### src/pkg/sstap_consts.vh
// constants for the sram scan test access port
`ifndef SSTAP_CONSTS_VH
`define SSTAP_CONSTS_VH
// instruction codes
`define SSTAP_INS_SAMPLE_EXT 3'h0
`define SSTAP_INS_IDENT 3'h1
`define SSTAP_INS_SAMPLE_HIZ 3'h2
`define SSTAP_INS_SAMPLE_PRE 3'h4
`define SSTAP_INS_SKIP 3'h7
// widths
`define SSTAP_IR_W 3
`define SSTAP_CHAIN_W 107
`define SSTAP_ID_W 32
// capture-ir pattern in the two low bits
`define SSTAP_IR_CAPTURE 2'h1
// identification fields: bit 0 presence, 11:1 maker, 28:12 descriptor, 31:29 revision
`define SSTAP_ID_PRESENT 1'h1
`define SSTAP_ID_MAKER_LSB 1
`define SSTAP_ID_DESC_LSB 12
`define SSTAP_ID_REV_LSB 29
// arbitrary neutral identity values
`define SSTAP_ID_MAKER 11'h2A5
`define SSTAP_ID_REV 3'h2
// descriptor subfields: density, data_width_subfield, dll, qdr, burst, separate io
`define SSTAP_DESC_DENSITY 3'h1
`define SSTAP_DESC_WIDTH 2'h2
`define SSTAP_DESC_DLL 1'h1
`define SSTAP_DESC_QDR 1'h0
`define SSTAP_DESC_BURST 1'h0
`define SSTAP_DESC_SEPIO 1'h0
`endif

### src/core/sstap_top.v
// test access port: controller, instruction and data registers
`timescale 1ns/10ps
`default_nettype none
`include "sstap_consts.vh"
module sstap_top (
    input wire clk_in,
    input wire rst_n_in,
    input wire tck_in,
    input wire tms_in,
    input wire tdi_in,
    input wire [106:0] ring_in,
    output reg tdo_out,
    output reg tdo_oe_out,
    output reg mem_hiz_out
);
    // ****************************************
    // controller states
    // ****************************************
    localparam [15:0] ST_RESET = 16'h0001;
    localparam [15:0] ST_IDLE = 16'h0002;
    localparam [15:0] ST_SEL_DR = 16'h0004;
    localparam [15:0] ST_CAP_DR = 16'h0008;
    localparam [15:0] ST_SH_DR = 16'h0010;
    localparam [15:0] ST_EX1_DR = 16'h0020;
    localparam [15:0] ST_PA_DR = 16'h0040;
    localparam [15:0] ST_EX2_DR = 16'h0080;
    localparam [15:0] ST_UP_DR = 16'h0100;
    localparam [15:0] ST_SEL_IR = 16'h0200;
    localparam [15:0] ST_CAP_IR = 16'h0400;
    localparam [15:0] ST_SH_IR = 16'h0800;
    localparam [15:0] ST_EX1_IR = 16'h1000;
    localparam [15:0] ST_PA_IR = 16'h2000;
    localparam [15:0] ST_EX2_IR = 16'h4000;
    localparam [15:0] ST_UP_IR = 16'h8000;

    // ****************************************
    // reset release and link sampling
    // ****************************************
    reg rst_meta_reg;
    reg rst_sync_reg;
    wire rst_n;
    // reset asserted asynchronously, released through two flops
    always @(posedge clk_in or negedge rst_n_in) begin
        if (!rst_n_in) begin
            rst_meta_reg <= 1'b0;
            rst_sync_reg <= 1'b0;
        end else begin
            rst_meta_reg <= 1'b1;
            rst_sync_reg <= rst_meta_reg;
        end
    end
    assign rst_n = rst_sync_reg;

    wire tck_s;
    wire tms_s;
    wire tdi_s;
    sstap_sync u_sync_tck (.clk_in(clk_in), .rst_n_in(rst_n), .d_in(tck_in), .q_out(tck_s));
    sstap_sync u_sync_tms (.clk_in(clk_in), .rst_n_in(rst_n), .d_in(tms_in), .q_out(tms_s));
    sstap_sync u_sync_tdi (.clk_in(clk_in), .rst_n_in(rst_n), .d_in(tdi_in), .q_out(tdi_s));

    reg tck_prev_reg;
    wire tck_rise;
    wire tck_fall;
    // edge detection on the synchronised test clock
    always @(posedge clk_in or negedge rst_n) begin
        if (!rst_n) begin
            tck_prev_reg <= 1'b0;
        end else begin
            tck_prev_reg <= tck_s;
        end
    end
    assign tck_rise = tck_s & ~tck_prev_reg;
    assign tck_fall = ~tck_s & tck_prev_reg;

    // ****************************************
    // controller state machine
    // ****************************************
    reg [15:0] state_reg;
    reg [15:0] state_next;
    // next state from mode-select; five highs reach reset from anywhere
    always @* begin
        state_next = ST_RESET;
        case (state_reg)
            ST_RESET: state_next = tms_s ? ST_RESET : ST_IDLE;
            ST_IDLE: state_next = tms_s ? ST_SEL_DR : ST_IDLE;
            ST_SEL_DR: state_next = tms_s ? ST_SEL_IR : ST_CAP_DR;
            ST_CAP_DR: state_next = tms_s ? ST_EX1_DR : ST_SH_DR;
            ST_SH_DR: state_next = tms_s ? ST_EX1_DR : ST_SH_DR;
            ST_EX1_DR: state_next = tms_s ? ST_UP_DR : ST_PA_DR;
            ST_PA_DR: state_next = tms_s ? ST_EX2_DR : ST_PA_DR;
            ST_EX2_DR: state_next = tms_s ? ST_UP_DR : ST_SH_DR;
            ST_UP_DR: state_next = tms_s ? ST_SEL_DR : ST_IDLE;
            ST_SEL_IR: state_next = tms_s ? ST_RESET : ST_CAP_IR;
            ST_CAP_IR: state_next = tms_s ? ST_EX1_IR : ST_SH_IR;
            ST_SH_IR: state_next = tms_s ? ST_EX1_IR : ST_SH_IR;
            ST_EX1_IR: state_next = tms_s ? ST_UP_IR : ST_PA_IR;
            ST_PA_IR: state_next = tms_s ? ST_EX2_IR : ST_PA_IR;
            ST_EX2_IR: state_next = tms_s ? ST_UP_IR : ST_SH_IR;
            ST_UP_IR: state_next = tms_s ? ST_SEL_DR : ST_IDLE;
            default: state_next = ST_RESET;
        endcase
    end

    // state advances on each rising test-clock edge
    always @(posedge clk_in or negedge rst_n) begin
        if (!rst_n) begin
            state_reg <= ST_RESET;
        end else if (tck_rise) begin
            state_reg <= state_next;
        end
    end

    // ****************************************
    // identification value
    // ****************************************
    // assemble the fixed identification word
    function [31:0] sstap_id_word;
        input dummy;
        begin
            sstap_id_word = {`SSTAP_ID_REV, 2'h0, `SSTAP_DESC_DENSITY, 1'h0, `SSTAP_DESC_WIDTH, 1'h0,
                `SSTAP_DESC_DLL, 1'h0, `SSTAP_DESC_QDR, 1'h0, `SSTAP_DESC_BURST, 1'h0, `SSTAP_DESC_SEPIO, 1'h0,
                `SSTAP_ID_MAKER, `SSTAP_ID_PRESENT};
        end
    endfunction
    wire [31:0] id_value = sstap_id_word(1'b0);

    // ****************************************
    // instruction and data registers
    // ****************************************
    reg [2:0] ir_shift_reg;
    reg [2:0] ir_reg;
    reg [31:0] id_reg;
    reg skip_reg;
    reg [106:0] chain_reg;
    wire sel_id = (ir_reg == `SSTAP_INS_IDENT);
    wire sel_skip = (ir_reg == `SSTAP_INS_SKIP);
    // capture-type codes; reserved codes also land on the chain
    wire sel_chain = ~sel_id & ~sel_skip;

    // capture and shift on rising test-clock edges
    always @(posedge clk_in or negedge rst_n) begin
        if (!rst_n) begin
            ir_shift_reg <= 3'h0;
            ir_reg <= `SSTAP_INS_IDENT;
            id_reg <= 32'h0;
            skip_reg <= 1'b0;
            chain_reg <= 107'h0;
        end else if (tck_rise) begin
            case (state_reg)
                ST_RESET: begin
                    ir_reg <= `SSTAP_INS_IDENT;
                end
                ST_CAP_IR: begin
                    ir_shift_reg <= {1'b0, `SSTAP_IR_CAPTURE};
                end
                ST_SH_IR: begin
                    ir_shift_reg <= {tdi_s, ir_shift_reg[2:1]};
                end
                ST_UP_IR: begin
                    ir_reg <= ir_shift_reg;
                end
                ST_CAP_DR: begin
                    if (sel_id) begin
                        id_reg <= id_value;
                    end else if (sel_skip) begin
                        skip_reg <= 1'b0;
                    end else begin
                        chain_reg <= ring_in;
                    end
                end
                ST_SH_DR: begin
                    if (sel_id) begin
                        id_reg <= {tdi_s, id_reg[31:1]};
                    end else if (sel_skip) begin
                        skip_reg <= tdi_s;
                    end else begin
                        chain_reg <= {tdi_s, chain_reg[106:1]};
                    end
                end
                default: begin
                    // update-dr transfers nothing to the pins
                    ir_reg <= ir_reg;
                end
            endcase
            // entering test-logic-reset selects identification at once
            if (state_next == ST_RESET) begin
                ir_reg <= `SSTAP_INS_IDENT;
            end
        end
    end

    // ****************************************
    // serial output and memory output control
    // ****************************************
    reg shifting_reg;
    // tdo and its enable change only on falling test-clock edges; mem_hiz_out follows ir_reg every clock
    always @(posedge clk_in or negedge rst_n) begin
        if (!rst_n) begin
            tdo_out <= 1'b0;
            tdo_oe_out <= 1'b0;
            shifting_reg <= 1'b0;
            mem_hiz_out <= 1'b0;
        end else begin
            // only sample-z floats memory outputs; identification and bypass leave it alone
            mem_hiz_out <= (ir_reg == `SSTAP_INS_SAMPLE_HIZ);
            if (tck_fall) begin
                shifting_reg <= (state_reg == ST_SH_DR) | (state_reg == ST_SH_IR);
                tdo_oe_out <= (state_reg == ST_SH_DR) | (state_reg == ST_SH_IR);
                // tdo only moves in shift states, holding its last bit otherwise
                if (state_reg == ST_SH_IR) begin
                    tdo_out <= ir_shift_reg[0];
                end else if (state_reg != ST_SH_DR) begin
                    tdo_out <= tdo_out;
                end else if (sel_id) begin
                    tdo_out <= id_reg[0];
                end else if (sel_skip) begin
                    tdo_out <= skip_reg;
                end else if (sel_chain) begin
                    tdo_out <= chain_reg[0];
                end
            end
        end
    end
endmodule // sstap_top
`default_nettype wire

### src/core/sstap_sync.v
// two flip-flop synchroniser for link inputs
`timescale 1ns/10ps
`default_nettype none
module sstap_sync (
    input wire clk_in,
    input wire rst_n_in,
    input wire d_in,
    output reg q_out
);
    reg meta_reg;
    // first stage feeds only the second
    always @(posedge clk_in or negedge rst_n_in) begin
        if (!rst_n_in) begin
            meta_reg <= 1'b0;
            q_out <= 1'b0;
        end else begin
            meta_reg <= d_in;
            q_out <= meta_reg;
        end
    end
endmodule // sstap_sync
`default_nettype wire

### config.mk
export PLATFORM = sky130hd
export DESIGN_NAME = sstap_top
export DESIGN_NICKNAME = d
export VERILOG_FILES = /design/src/core/sstap_top.v /design/src/core/sstap_sync.v
export VERILOG_INCLUDE_DIRS = /design/src /design/src/pkg
export SDC_FILE = /design/constraint.sdc
export NUM_CORES = 1
export LEC_CHECK = 0
export BUFFER_PORTS_ARGS = -buffer_cell sky130_fd_sc_hd__buf_4
export CELL_PAD_IN_SITES_DETAIL_PLACEMENT = 1
export CELL_PAD_IN_SITES_GLOBAL_PLACEMENT = 2
export CORE_UTILIZATION = 38
export CTS_BUF_LIST = sky130_fd_sc_hd__clkbuf_8
export DETAILED_ROUTE_END_ITERATION = 6
export PLACE_DENSITY = 0.8
export REMOVE_ABC_BUFFERS = 1
export SLEW_MARGIN = 25
export SYNTH_ARGS = -nofsm -noshare
export SYNTH_HDL_FRONTEND = slang
export SYNTH_SLANG_ARGS = --single-unit
export TNS_END_PERCENT = 20
### constraint.sdc
create_clock -name clk_in -period 6 [get_ports clk_in]
set_input_delay 0.6 -clock clk_in [delete_from_list [all_inputs] [get_ports clk_in]]
set_output_delay 0.6 -clock clk_in [all_outputs]
set_load 0.02 [all_outputs]
==> results of run 1 <==
-- metal layers --
layer | routed length [um] | vias to the layer above | global-route usage
li1 | - | 2923 | -
met1 | 8290 | 2965 | 0.226
met2 | 9080 | 111 | 0.292
met3 | 1230 | 24 | 0.0612
met4 | 275 | 0 | 0.0566
met5 | 0 | - | 0
-- synth_stat cells (all sizes together), types with 8 or more instances --
cell    number
nor4         8
buf         39
mux2i      109
nand2      127
a31oi       11
clkbuf      21
o21ai      143
dfrtp      172
nor2        29
nand3       25
nand4        8
inv         28
-- worst max-delay path by stage --
| stage | startpoint | endpoint | slack (ps) | cells past startpoint |
|---|---|---|---|---|
| floorplan | state_reg[12] | chain_reg[0] | 60 | 5 |
| global placement | state_reg[12] | chain_reg[5] | 3250 | 6 |
| detailed placement | state_reg[8] | chain_reg[25] | 3110 | 6 |
| CTS | state_reg[8] | chain_reg[25] | 3090 | 6 |
| global route | state_reg[12] | chain_reg[13] | 3040 | 6 |
| finish | state_reg[8] | chain_reg[73] | 3240 | 6 |
-- power groups by stage --
stage / sequential (mW) / clock (mW) / combinational, mW
floorplan: 1.30 / 0 / 0.161
global placement: 1.30 / 0 / 0.269
detailed placement: 1.31 / 0 / 0.284
CTS: 1.29 / 0.893 / 0.286
global route: 1.30 / 0.936 / 0.317
finish: 1.28 / 0.863 / 0.283
-- area by class of cell --
cell class                 count  area share
inverter                      28      0.0110
sequential                   174       0.457
tap                          275      0.0361
clock buffer                  17      0.0245
multi-input combinational    534       0.353
clock inverter                15      0.0188
timing repair buffer         123      0.0992
-- metrics by stage --
step,utilization,hold WS (ps),cells,worst slack (ps),total power [mW]
6_report,0.452,239,1166,3240,2.43
5_1_grt,0.452,203,1166,3040,2.55
4_1_cts,0.452,209,1166,3090,2.46
3_5_place_dp,0.432,337,1133,3110,1.59
3_3_place_gp,0.432,323,1133,3250,1.57
2_1_floorplan,-,304,736,60.7,1.47
-- worst max-delay path: stages (launching register included) --
cell and delay, ps:
sky130_fd_sc_hd__dfrtp_1 470, sky130_fd_sc_hd__nor4_4 420, sky130_fd_sc_hd__nand2_1 280, sky130_fd_sc_hd__nor3_4 270, sky130_fd_sc_hd__buf_12 580, sky130_fd_sc_hd__mux2i_1 310, sky130_fd_sc_hd__o21ai_1 100
-- cells by family (layout without fill, tap and decap cells) --
logic type / count (synthesis) / count (layout) / synth area share
xor+xnor: 8 / 8 / 0.00855
compound gates: 181 / 181 / 0.123
buf+inv: 88 / 183 / 0.0602
flops: 174 / 174 / 0.532
mux: 112 / 112 / 0.137
other cells: 1 / 1 / 0.000458
simple gates: 232 / 232 / 0.139
==> results by group, run 1 <==
Status
  – Run status: finished, final reports clean

Finish
  – Growth of design area from synthesis to finish: 16.3%
  – Area of the multi-input gates: 3360 um2
  – Fill cell instance count of the final layout: 2381
  – Number of diodes added for antenna fixing: 0
  – Fraction of layout cells with a size suffix above 1: 0.191
  – Final Net Count: 990
  – Non-Filler Cell Area, Final: 9530 um2
  – Sequential cell area in the final layout: 4360 um2
  – Largest register FFs: 107
  – Most frequent standard cell in the layout excluding fill and tap cells: sky130_fd_sc_hd__dfrtp_1
  – Highest-count cells in the layout ignoring fill and taps: sky130_fd_sc_hd__dfrtp_1 (171), sky130_fd_sc_hd__nand2_1 (127), sky130_fd_sc_hd__o21ai_1 (127)

Setup path
  – Worst r2r src: state_reg[8]
  – Reg2reg path depth: 6
  – Flop2flop setup slack: 3240 ps
  – Arrival time worst endpoint: 3070 ps
  – Worst setup EP type: flop
  – FF-to-FF End: chain_reg[73]
  – Kind of start point of the critical path: flop
  – Classification of the worst setup path: reg2reg
  – Required time worst endpoint: 6310 ps
  – CP Max Fanout: 138

CTS
  – Clock buffer count from CTS: 17
  – TritonCTS clock tree: built
  – Clock net sink count: 174
  – Clock Root Buffer: sky130_fd_sc_hd__clkbuf_8
  – CTS hold repair buffers: 1
  – Cts repair resizes: 0
  – CTS H-tree depth: 4
  – Reg clk slew, reported paths: 100 ps
  – Max Buffers Root-to-Sink: 2
  – Post-CTS repair timing setup buffer count: 0
  – Latest clock arrival within the worst-skew pair: 470 ps

Timing
  – Slew Viols, Final: 0
  – Measured slew at the worst slew-check pin: 944 ps
  – Final-layout setup total negative slack: 0 ps
  – Portion of the clock cycle consumed by the worst path in the final layout: 0.460
  – RSZ-0062 raised after global routing: false
  – Setup-violating endpoint count in the final report: 0
  – Final Skew: 16.6 ps
  – Worst slew slack as a fraction of its limit: 0.371
  – Max Clock Freq: 363 MHz
  – Min Clock Period, post-route: 2760 ps
  – Hold violation total from the final report: 0

Synthesis
  – Most instantiated flip-flop cell in the synthesis netlist: sky130_fd_sc_hd__dfrtp_1
  – Synth async-reset ratio: 1.00
  – Mean cell area of the mapped netlist: 10.3 um2
  – Yosys warnings: 0
  – Leading cell types by total area after synthesis: sky130_fd_sc_hd__dfrtp_1 (53%), sky130_fd_sc_hd__mux2i_1 (13%), sky130_fd_sc_hd__o21ai_1 (7.8%), sky130_fd_sc_hd__nand2_1 (5.8%), sky130_fd_sc_hd__buf_8 (1.8%)
  – Post-synthesis instance area: 8190 um2
  – Synth cell types: 60
  – Number of register bits inferred by synthesis: 174
  – Sequential element share of the synthesized area: 0.532
  – Post-Synthesis Cells: 796
  – Cell type with the largest total area after synthesis: sky130_fd_sc_hd__dfrtp_1
  – Number of flops mapped to enable cells by yosys: 0
  – Area share of the leading cell type in the synthesized netlist: 0.525

Power and ir drop
  – Clock network fraction of design power: 0.355
  – Worst vdd rail ir drop: 0.120 mV
  – Reported net switching power: 0.683 mW
  – Share of power burned in registers: 0.528
  – Power per cell area: 255 nW/um2
  – Switching Fraction: 0.281
  – Combinational cell fraction of total power: 0.116
  – Leakage: 4.18 nW
  – Internal Dissipation: 1.75 mW

Route
  – Via/cell ratio: 5.17
  – Post-detailed-route wirelength per cell: 16.2 um
  – Drt total wl: 18900 um
  – First-pass DRT Iterations: 4
  – Antenna viol nets, final: 0
  – Drt initial violations: 249
  – Via Count: 6023
  – Residual DRC: 0

Placement
  – Routability congestion estimate: 0.848
  – Detailed Place HPWL: 12800 um
  – Placed standard-cell area: 9100 um2
  – Buffers on Ports: 114

Global route
  – Combined global-route utilization of all metal layers: 0.180
  – Number of antenna violations at the first check in global routing: 0
  – Pin count of the biggest net entering global routing: 139
  – Total congestion overflow after global routing: 0
  – Number of global-route vias before repair: 6250
  – Global-route wire length before repair: 31700 um

Job
  – Count of maximum capacitance violations: 0

Floorplanning
  – Floorplan row count: 53
  – Core ar.: 21100 um2
  – Die area: 22200 um2
  – Initial Utilization: 0.389
  – Horizontal die dimension: 149 um
  – Die boundary height: 149 um
  – Number of top-level design ports: 115

Worst hold path
  – Number of cells traversed by the worst hold path: 1
  – Worst hold start: tms_in
  – Hold endpoint: u_sync_tms.meta_reg
  – Worst min path class: in2reg
Note: power is estimated with default switching activity, not from simulation.
==> run 2: changes to the inputs <==
clock period = 2.6 ns   (was 6 ns; I/O delays follow)
==> results by group, run 2 (synthesis gave the netlist of run 1 again) <==
Status
  – Run status: finished, final reports clean

Power and ir drop
  – Power per cell area: 574 nW/um2 (+130%)
  – Worst vdd rail ir drop: 0.300 mV (+150%)
  – Total Power: 5.59 mW (+130%)
  – Leakage: 4.29 nW (+2.5%)

CTS
  – Clock net sink count: 174 (unchanged)
  – Latest clock arrival within the worst-skew pair: 460 ps (about the same)
  – Clock buffer count from CTS: 17 (unchanged)
  – Max Buffers Root-to-Sink: 2 (unchanged)
  – CTS H-tree depth: 4 (unchanged)
  – TritonCTS clock tree: built
  – Post-CTS repair timing setup buffer count: 0 (unchanged)
  – Clock Root Buffer: sky130_fd_sc_hd__clkbuf_8
  – Reg clk slew, reported paths: 90 ps (about the same)

Floorplanning
  – Core ar.: 21100 um2 (unchanged)
  – Number of top-level design ports: 115 (unchanged)
  – Die area: 22200 um2 (unchanged)
  – Initial Utilization: 0.389 (unchanged)
  – Floorplan row count: 53 (unchanged)
  – Die boundary height: 149 um (unchanged)
  – Horizontal die dimension: 149 um (unchanged)

Global route
  – Global-route wire length before repair: 32400 um (+2.2%)
  – Number of antenna violations at the first check in global routing: 0 (unchanged)
  – Pin count of the biggest net entering global routing: 142 (+2.2%)
  – Number of global-route vias before repair: 6525 (+4.4%)
  – Combined global-route utilization of all metal layers: 0.185 (+0.00492)
  – Total congestion overflow after global routing: 0 (unchanged)

Setup path
  – Reg2reg path depth: 7 (+1)
  – Kind of start point of the critical path: flop
  – Critical path cell sequence: nor3_1 > nand2_1 > nor3_4 > buf_12 > buf_4 > mux2i_1 > o21ai_1
  – Required time worst endpoint: 2930 ps (-3380 ps)
  – Slowest library cell on the worst path: sky130_fd_sc_hd__dfrtp_1
  – Delay of the slowest cell on the worst path: 500 ps (-80 ps)
  – Worst r2r src: state_reg[5]
  – Arrival time worst endpoint: 2660 ps (-410 ps)
  – CP Max Fanout: 25 (-82%)
  – FF-to-FF End: chain_reg[34]
  – Flop2flop setup slack: 270 ps (-2970 ps)
  – Worst setup EP type: flop
  – Classification of the worst setup path: reg2reg

Route
  – First-pass DRT Iterations: 4 (unchanged)
  – Drt initial violations: 305 (+22%)
  – Via Count: 6070 (+0.78%)
  – Antenna viol nets, final: 0 (unchanged)
  – Via/cell ratio: 5.14 (-0.42%)
  – Drt total wl: 19300 um (+2.2%)
  – Residual DRC: 0 (unchanged)
  – Post-detailed-route wirelength per cell: 16.3 um (+0.97%)

Worst hold path
  – Worst min path class: in2reg
  – Number of cells traversed by the worst hold path: 3 (+2)
  – Hold endpoint: chain_reg[91]
  – Worst hold start: ring_in[91]

Timing
  – Hold violation total from the final report: 0 (unchanged)
  – Setup-violating endpoint count in the final report: 0 (unchanged)
  – Portion of the clock cycle consumed by the worst path in the final layout: 0.897 (+0.437)
  – Post-Route Hold Slack: 70.8 ps (-168 ps)
  – Slew Viols, Final: 0 (unchanged)
  – Final Skew: 15.4 ps (-1.14 ps)
  – Worst slew slack as a fraction of its limit: 0.514 (+0.143)
  – Max Clock Freq: 429 MHz (+18%)
  – Measured slew at the worst slew-check pin: 730 ps (-214 ps)
  – Min Clock Period, post-route: 2330 ps (-426 ps)
  – RSZ-0062 raised after global routing: false

Finish
  – Largest register FFs: 107 (unchanged)
  – Final instance count without filler cells: 1180 (+1.2%)
  – Highest-count cells in the layout ignoring fill and taps: sky130_fd_sc_hd__dfrtp_1 (171), sky130_fd_sc_hd__nand2_1 (127), sky130_fd_sc_hd__o21ai_1 (127)
  – Number of diodes added for antenna fixing: 0 (unchanged)
  – Growth of design area from synthesis to finish: 18.8%
  – Fraction of layout cells with a size suffix above 1: 0.197 (+0.00589)
  – Final core occ: 0.462 (+0.00961)
  – Final Net Count: 1004 (+1.4%)
  – Non-Filler Cell Area, Final: 9740 um2 (+2.1%)
  – Most frequent standard cell in the layout excluding fill and tap cells: sky130_fd_sc_hd__dfrtp_1

Placement
  – Dpl cells: 1144 (+0.97%)
  – Buffers on Ports: 114 (unchanged)
  – Routability congestion estimate: 0.871 (+2.7%)
  – Detailed Place HPWL: 13600 um (+6.3%)
  – Placed standard-cell area: 9290 um2 (+2.0%)

Job
  – Count of maximum capacitance violations: 0 (unchanged)
## run 2: changes by cell type in the layout (fill, tap and decap cells not counted), sizes merged
cell / delta
bufinv: +1
clkbuf: +2
inv: -4
clkinvlp: +1
buf: +11
dlygate4sd3: +3
## run 2: power by group
group	switching [mW]	leakage (nW)	total, mW	internal [mW]
Sequential	0.128	2.15	2.97	2.84
Clock	0.975	0.204	1.96	0.987
Combinational	0.344	1.93	0.660	0.316
## run 2: area by class of cell
class / count / area [um2]
inverter: 28 / 105
timing repair buffer: 137 / 1150
multi-input combinational: 534 / 3360
sequential: 174 / 4360
clock inverter: 13 / 149
clock buffer: 19 / 262
fill: 2362 / 11400
tap: 275 / 344
## run 2: per-stage QoR
step           setup slack [ps]  TNS [ps]
2_1_floorplan             -3340   -898700
3_3_place_gp                378         0
3_5_place_dp                272         0
4_1_cts                     258         0
5_1_grt                    69.5         0
6_report                    267         0
## run 2: worst max path at each step
stage                   from            end  slack (ps)  cells past startpoint
6_report        state_reg[5]  chain_reg[34]         270                      7
5_1_grt        state_reg[12]  chain_reg[78]          70                      7
4_1_cts        state_reg[12]  chain_reg[34]         260                      7
3_5_place_dp    state_reg[5]  chain_reg[34]         270                      7
3_3_place_gp    state_reg[1]  chain_reg[34]         380                      6
2_1_floorplan  state_reg[12]   chain_reg[0]       -3340                      5
## run 2: worst max-delay path: cells and delay by family (launching register included)
family	cells	cell delay, ps
buf+inv	2	530
simple gates	3	840
compound gates	1	80
mux	1	230
flops	1	500
## run 2: metal layers
| layer | global-route usage | part of all wire | up-vias |
|---|---|---|---|
| met5 | 0 | 0 | - |
| met2 | 0.294 | 0.47 | 89 |
| met1 | 0.243 | 0.46 | 3010 |
| li1 | - | - | 2950 |
| met4 | 0.0607 | 0.014 | 0 |
| met3 | 0.0523 | 0.049 | 21 |
## run 2: repair_timing
action / 4_1_cts / 5_1_grt
endpoints found under the hold margin: 5 / 0
hold buffers: 4 / 0
gates resized for setup: 0 / 0
==> run 3: changes to the inputs <==
CELL_PAD_IN_SITES_DETAIL_PLACEMENT = 0   (was 1)
CELL_PAD_IN_SITES_GLOBAL_PLACEMENT = 1   (was 2)
CORE_UTILIZATION = 47   (was 38)
PLACE_DENSITY = 0.81   (was 0.8)
==> results by group, run 3 (synthesis gave the netlist of run 1 again) <==
Status
  – Run status: finished, final reports clean

CTS
  – Latest clock arrival within the worst-skew pair: 450 ps (about the same)
  – CTS hold repair buffers: 4 (unchanged)
  – Clock buffer count from CTS: 17 (unchanged)
  – Clock net sink count: 174 (unchanged)
  – TritonCTS clock tree: built
  – Max Buffers Root-to-Sink: 2 (unchanged)
  – Reg clk slew, reported paths: 80 ps (about the same)
  – Post-CTS repair timing setup buffer count: 0 (unchanged)
  – Cts repair resizes: 0 (unchanged)
  – Clock Root Buffer: sky130_fd_sc_hd__clkbuf_8
  – CTS H-tree depth: 4 (unchanged)

Timing
  – Slew Viols, Final: 0 (unchanged)
  – Min Clock Period, post-route: 2420 ps (+83.4 ps)
  – Portion of the clock cycle consumed by the worst path in the final layout: 0.929 (+0.0321)
  – Max Clock Freq: 414 MHz (-3.5%)
  – Post-route worst setup slack: 184 ps (-83.4 ps)
  – Final Skew: 10.5 ps (-4.99 ps)
  – Hold violation total from the final report: 0 (unchanged)
  – Worst slew slack as a fraction of its limit: 0.618 (+0.105)
  – Setup-violating endpoint count in the final report: 0 (unchanged)
  – Measured slew at the worst slew-check pin: 573 ps (-157 ps)
  – RSZ-0062 raised after global routing: false

Route
  – Drt initial violations: 433 (+42%)
  – Via/cell ratio: 5.31 (+3.3%)
  – First-pass DRT Iterations: 5 (+1)
  – Post-detailed-route wirelength per cell: 15.0 um (-8.5%)
  – Antenna viol nets, final: 0 (unchanged)
  – Via Count: 5950 (-2.0%)
  – Drt total wl: 16700 um (-13%)
  – Residual DRC: 0 (unchanged)

Global route
  – Number of global-route vias before repair: 5853 (-10%)
  – Global-route wire length before repair: 28400 um (-13%)
  – Number of antenna violations at the first check in global routing: 0 (unchanged)
  – Pin count of the biggest net entering global routing: 114 (-20%)
  – Total congestion overflow after global routing: 0 (unchanged)
  – Combined global-route utilization of all metal layers: 0.199 (+0.0136)

Placement
  – Detailed Place HPWL: 11700 um (-14%)
  – Worst slack, placed: 213 ps (-59.2 ps)
  – Buffers on Ports: 114 (unchanged)
  – Routability congestion estimate: 0.816 (-6.3%)

Power and ir drop
  – Power per cell area: 551 nW/um2 (-4.1%)
  – Leakage: 4.26 nW (-0.63%)
  – Total Power: 5.29 mW (-5.4%)
  – Worst vdd rail ir drop: 0.348 mV (+16%)

Setup path
  – Classification of the worst setup path: reg2reg
  – Worst setup EP type: flop
  – Required time worst endpoint: 2930 ps (about the same)
  – Kind of start point of the critical path: flop
  – CP Max Fanout: 34 (+36%)
  – Arrival time worst endpoint: 2740 ps (+80 ps)

Floorplanning
  – Die area: 18000 um2 (-19%)
  – Horizontal die dimension: 134 um (-9.9%)
  – Initial Utilization: 0.487 (+0.0986)
  – Number of top-level design ports: 115 (unchanged)
  – Die boundary height: 134 um (-9.9%)
  – Floorplan row count: 47 (-11%)
  – Core ar.: 16800 um2 (-20%)

Finish
  – Most frequent standard cell in the layout excluding fill and tap cells: sky130_fd_sc_hd__dfrtp_1
  – Fraction of layout cells with a size suffix above 1: 0.194 (-0.00224)
  – Final Net Count: 1003 (-0.10%)
  – Largest register FFs: 107 (unchanged)
  – Highest-count cells in the layout ignoring fill and taps: sky130_fd_sc_hd__dfrtp_1 (171), sky130_fd_sc_hd__nand2_1 (127), sky130_fd_sc_hd__o21ai_1 (127)
  – Final core occ: 0.571 (+0.110)
  – Number of diodes added for antenna fixing: 0 (unchanged)
  – Growth of design area from synthesis to finish: 17.3%
  – Fill cell instance count of the final layout: 1495 (-37%)

Job
  – Count of maximum capacitance violations: 0 (unchanged)

Worst hold path
  – Worst min path class: in2reg
-- run 3: routing by layer --
metal	wire (um)	vias to the layer above	global-route usage
met5	0	-	0
met4	238	0	0.0649
met3	977	19	0.0590
met2	7760	137	0.306
met1	7770	2845	0.270
li1	-	2949	-
-- run 3: area by class of cell --
type	count	area (um2)	area share
multi-input combinational	534	3360	0.350
clock buffer	19	262	0.0272
tap	220	275	0.0286
sequential	174	4360	0.454
timing repair buffer	136	1170	0.122
clock inverter	9	73.8	0.00768
inverter	28	105	0.0109
-- run 3: power breakdown --
part | total, mW | internal, mW | switching (mW) | leakage, nW
logic | 0.651 | 0.314 | 0.337 | 1.93
registers | 2.95 | 2.84 | 0.113 | 2.15
clock network | 1.69 | 0.773 | 0.912 | 0.176
total | 5.29 | 3.93 | 1.36 | 4.26
-- run 3: worst max-delay path, stage by stage (launching register included) --
cell and delay (ps):
sky130_fd_sc_hd__dfrtp_1 520, sky130_fd_sc_hd__nor4_4 390, sky130_fd_sc_hd__nand2_1 240, sky130_fd_sc_hd__nor3_4 260, sky130_fd_sc_hd__buf_12 240, sky130_fd_sc_hd__buf_12 270, sky130_fd_sc_hd__mux2i_1 250, sky130_fd_sc_hd__o21ai_1 70
-- run 3: per-stage QoR --
| stage | cells | cell area, um2 | TNS [ps] | hold WS [ps] |
|---|---|---|---|---|
| 5_1_grt | 1120 | 9610 | 0 | 55.6 |
| 3_3_place_gp | 1088 | 9230 | 0 | 44.9 |
| 3_5_place_dp | 1088 | 9230 | 0 | 47.2 |
| 2_1_floorplan | 736 | 7810 | -898700 | -35.6 |
| 6_report | 1120 | 9610 | 0 | 72.3 |
| 4_1_cts | 1120 | 9610 | 0 | 43.3 |
-- run 3: worst paths after layout --
path                                     from       endpoint  slack [ps]  cells past startpoint
worst max register to register  state_reg[12]  chain_reg[76]         180                      7
worst max-delay path            state_reg[12]  chain_reg[76]         180                      7
worst min-delay path              ring_in[58]  chain_reg[58]          70                      3
worst min register to register          rst_n  chain_reg[64]         350                      1
min in group asynchronous            rst_n_in          rst_n         120                      2
max in group asynchronous               rst_n      ir_reg[0]        1770                      1
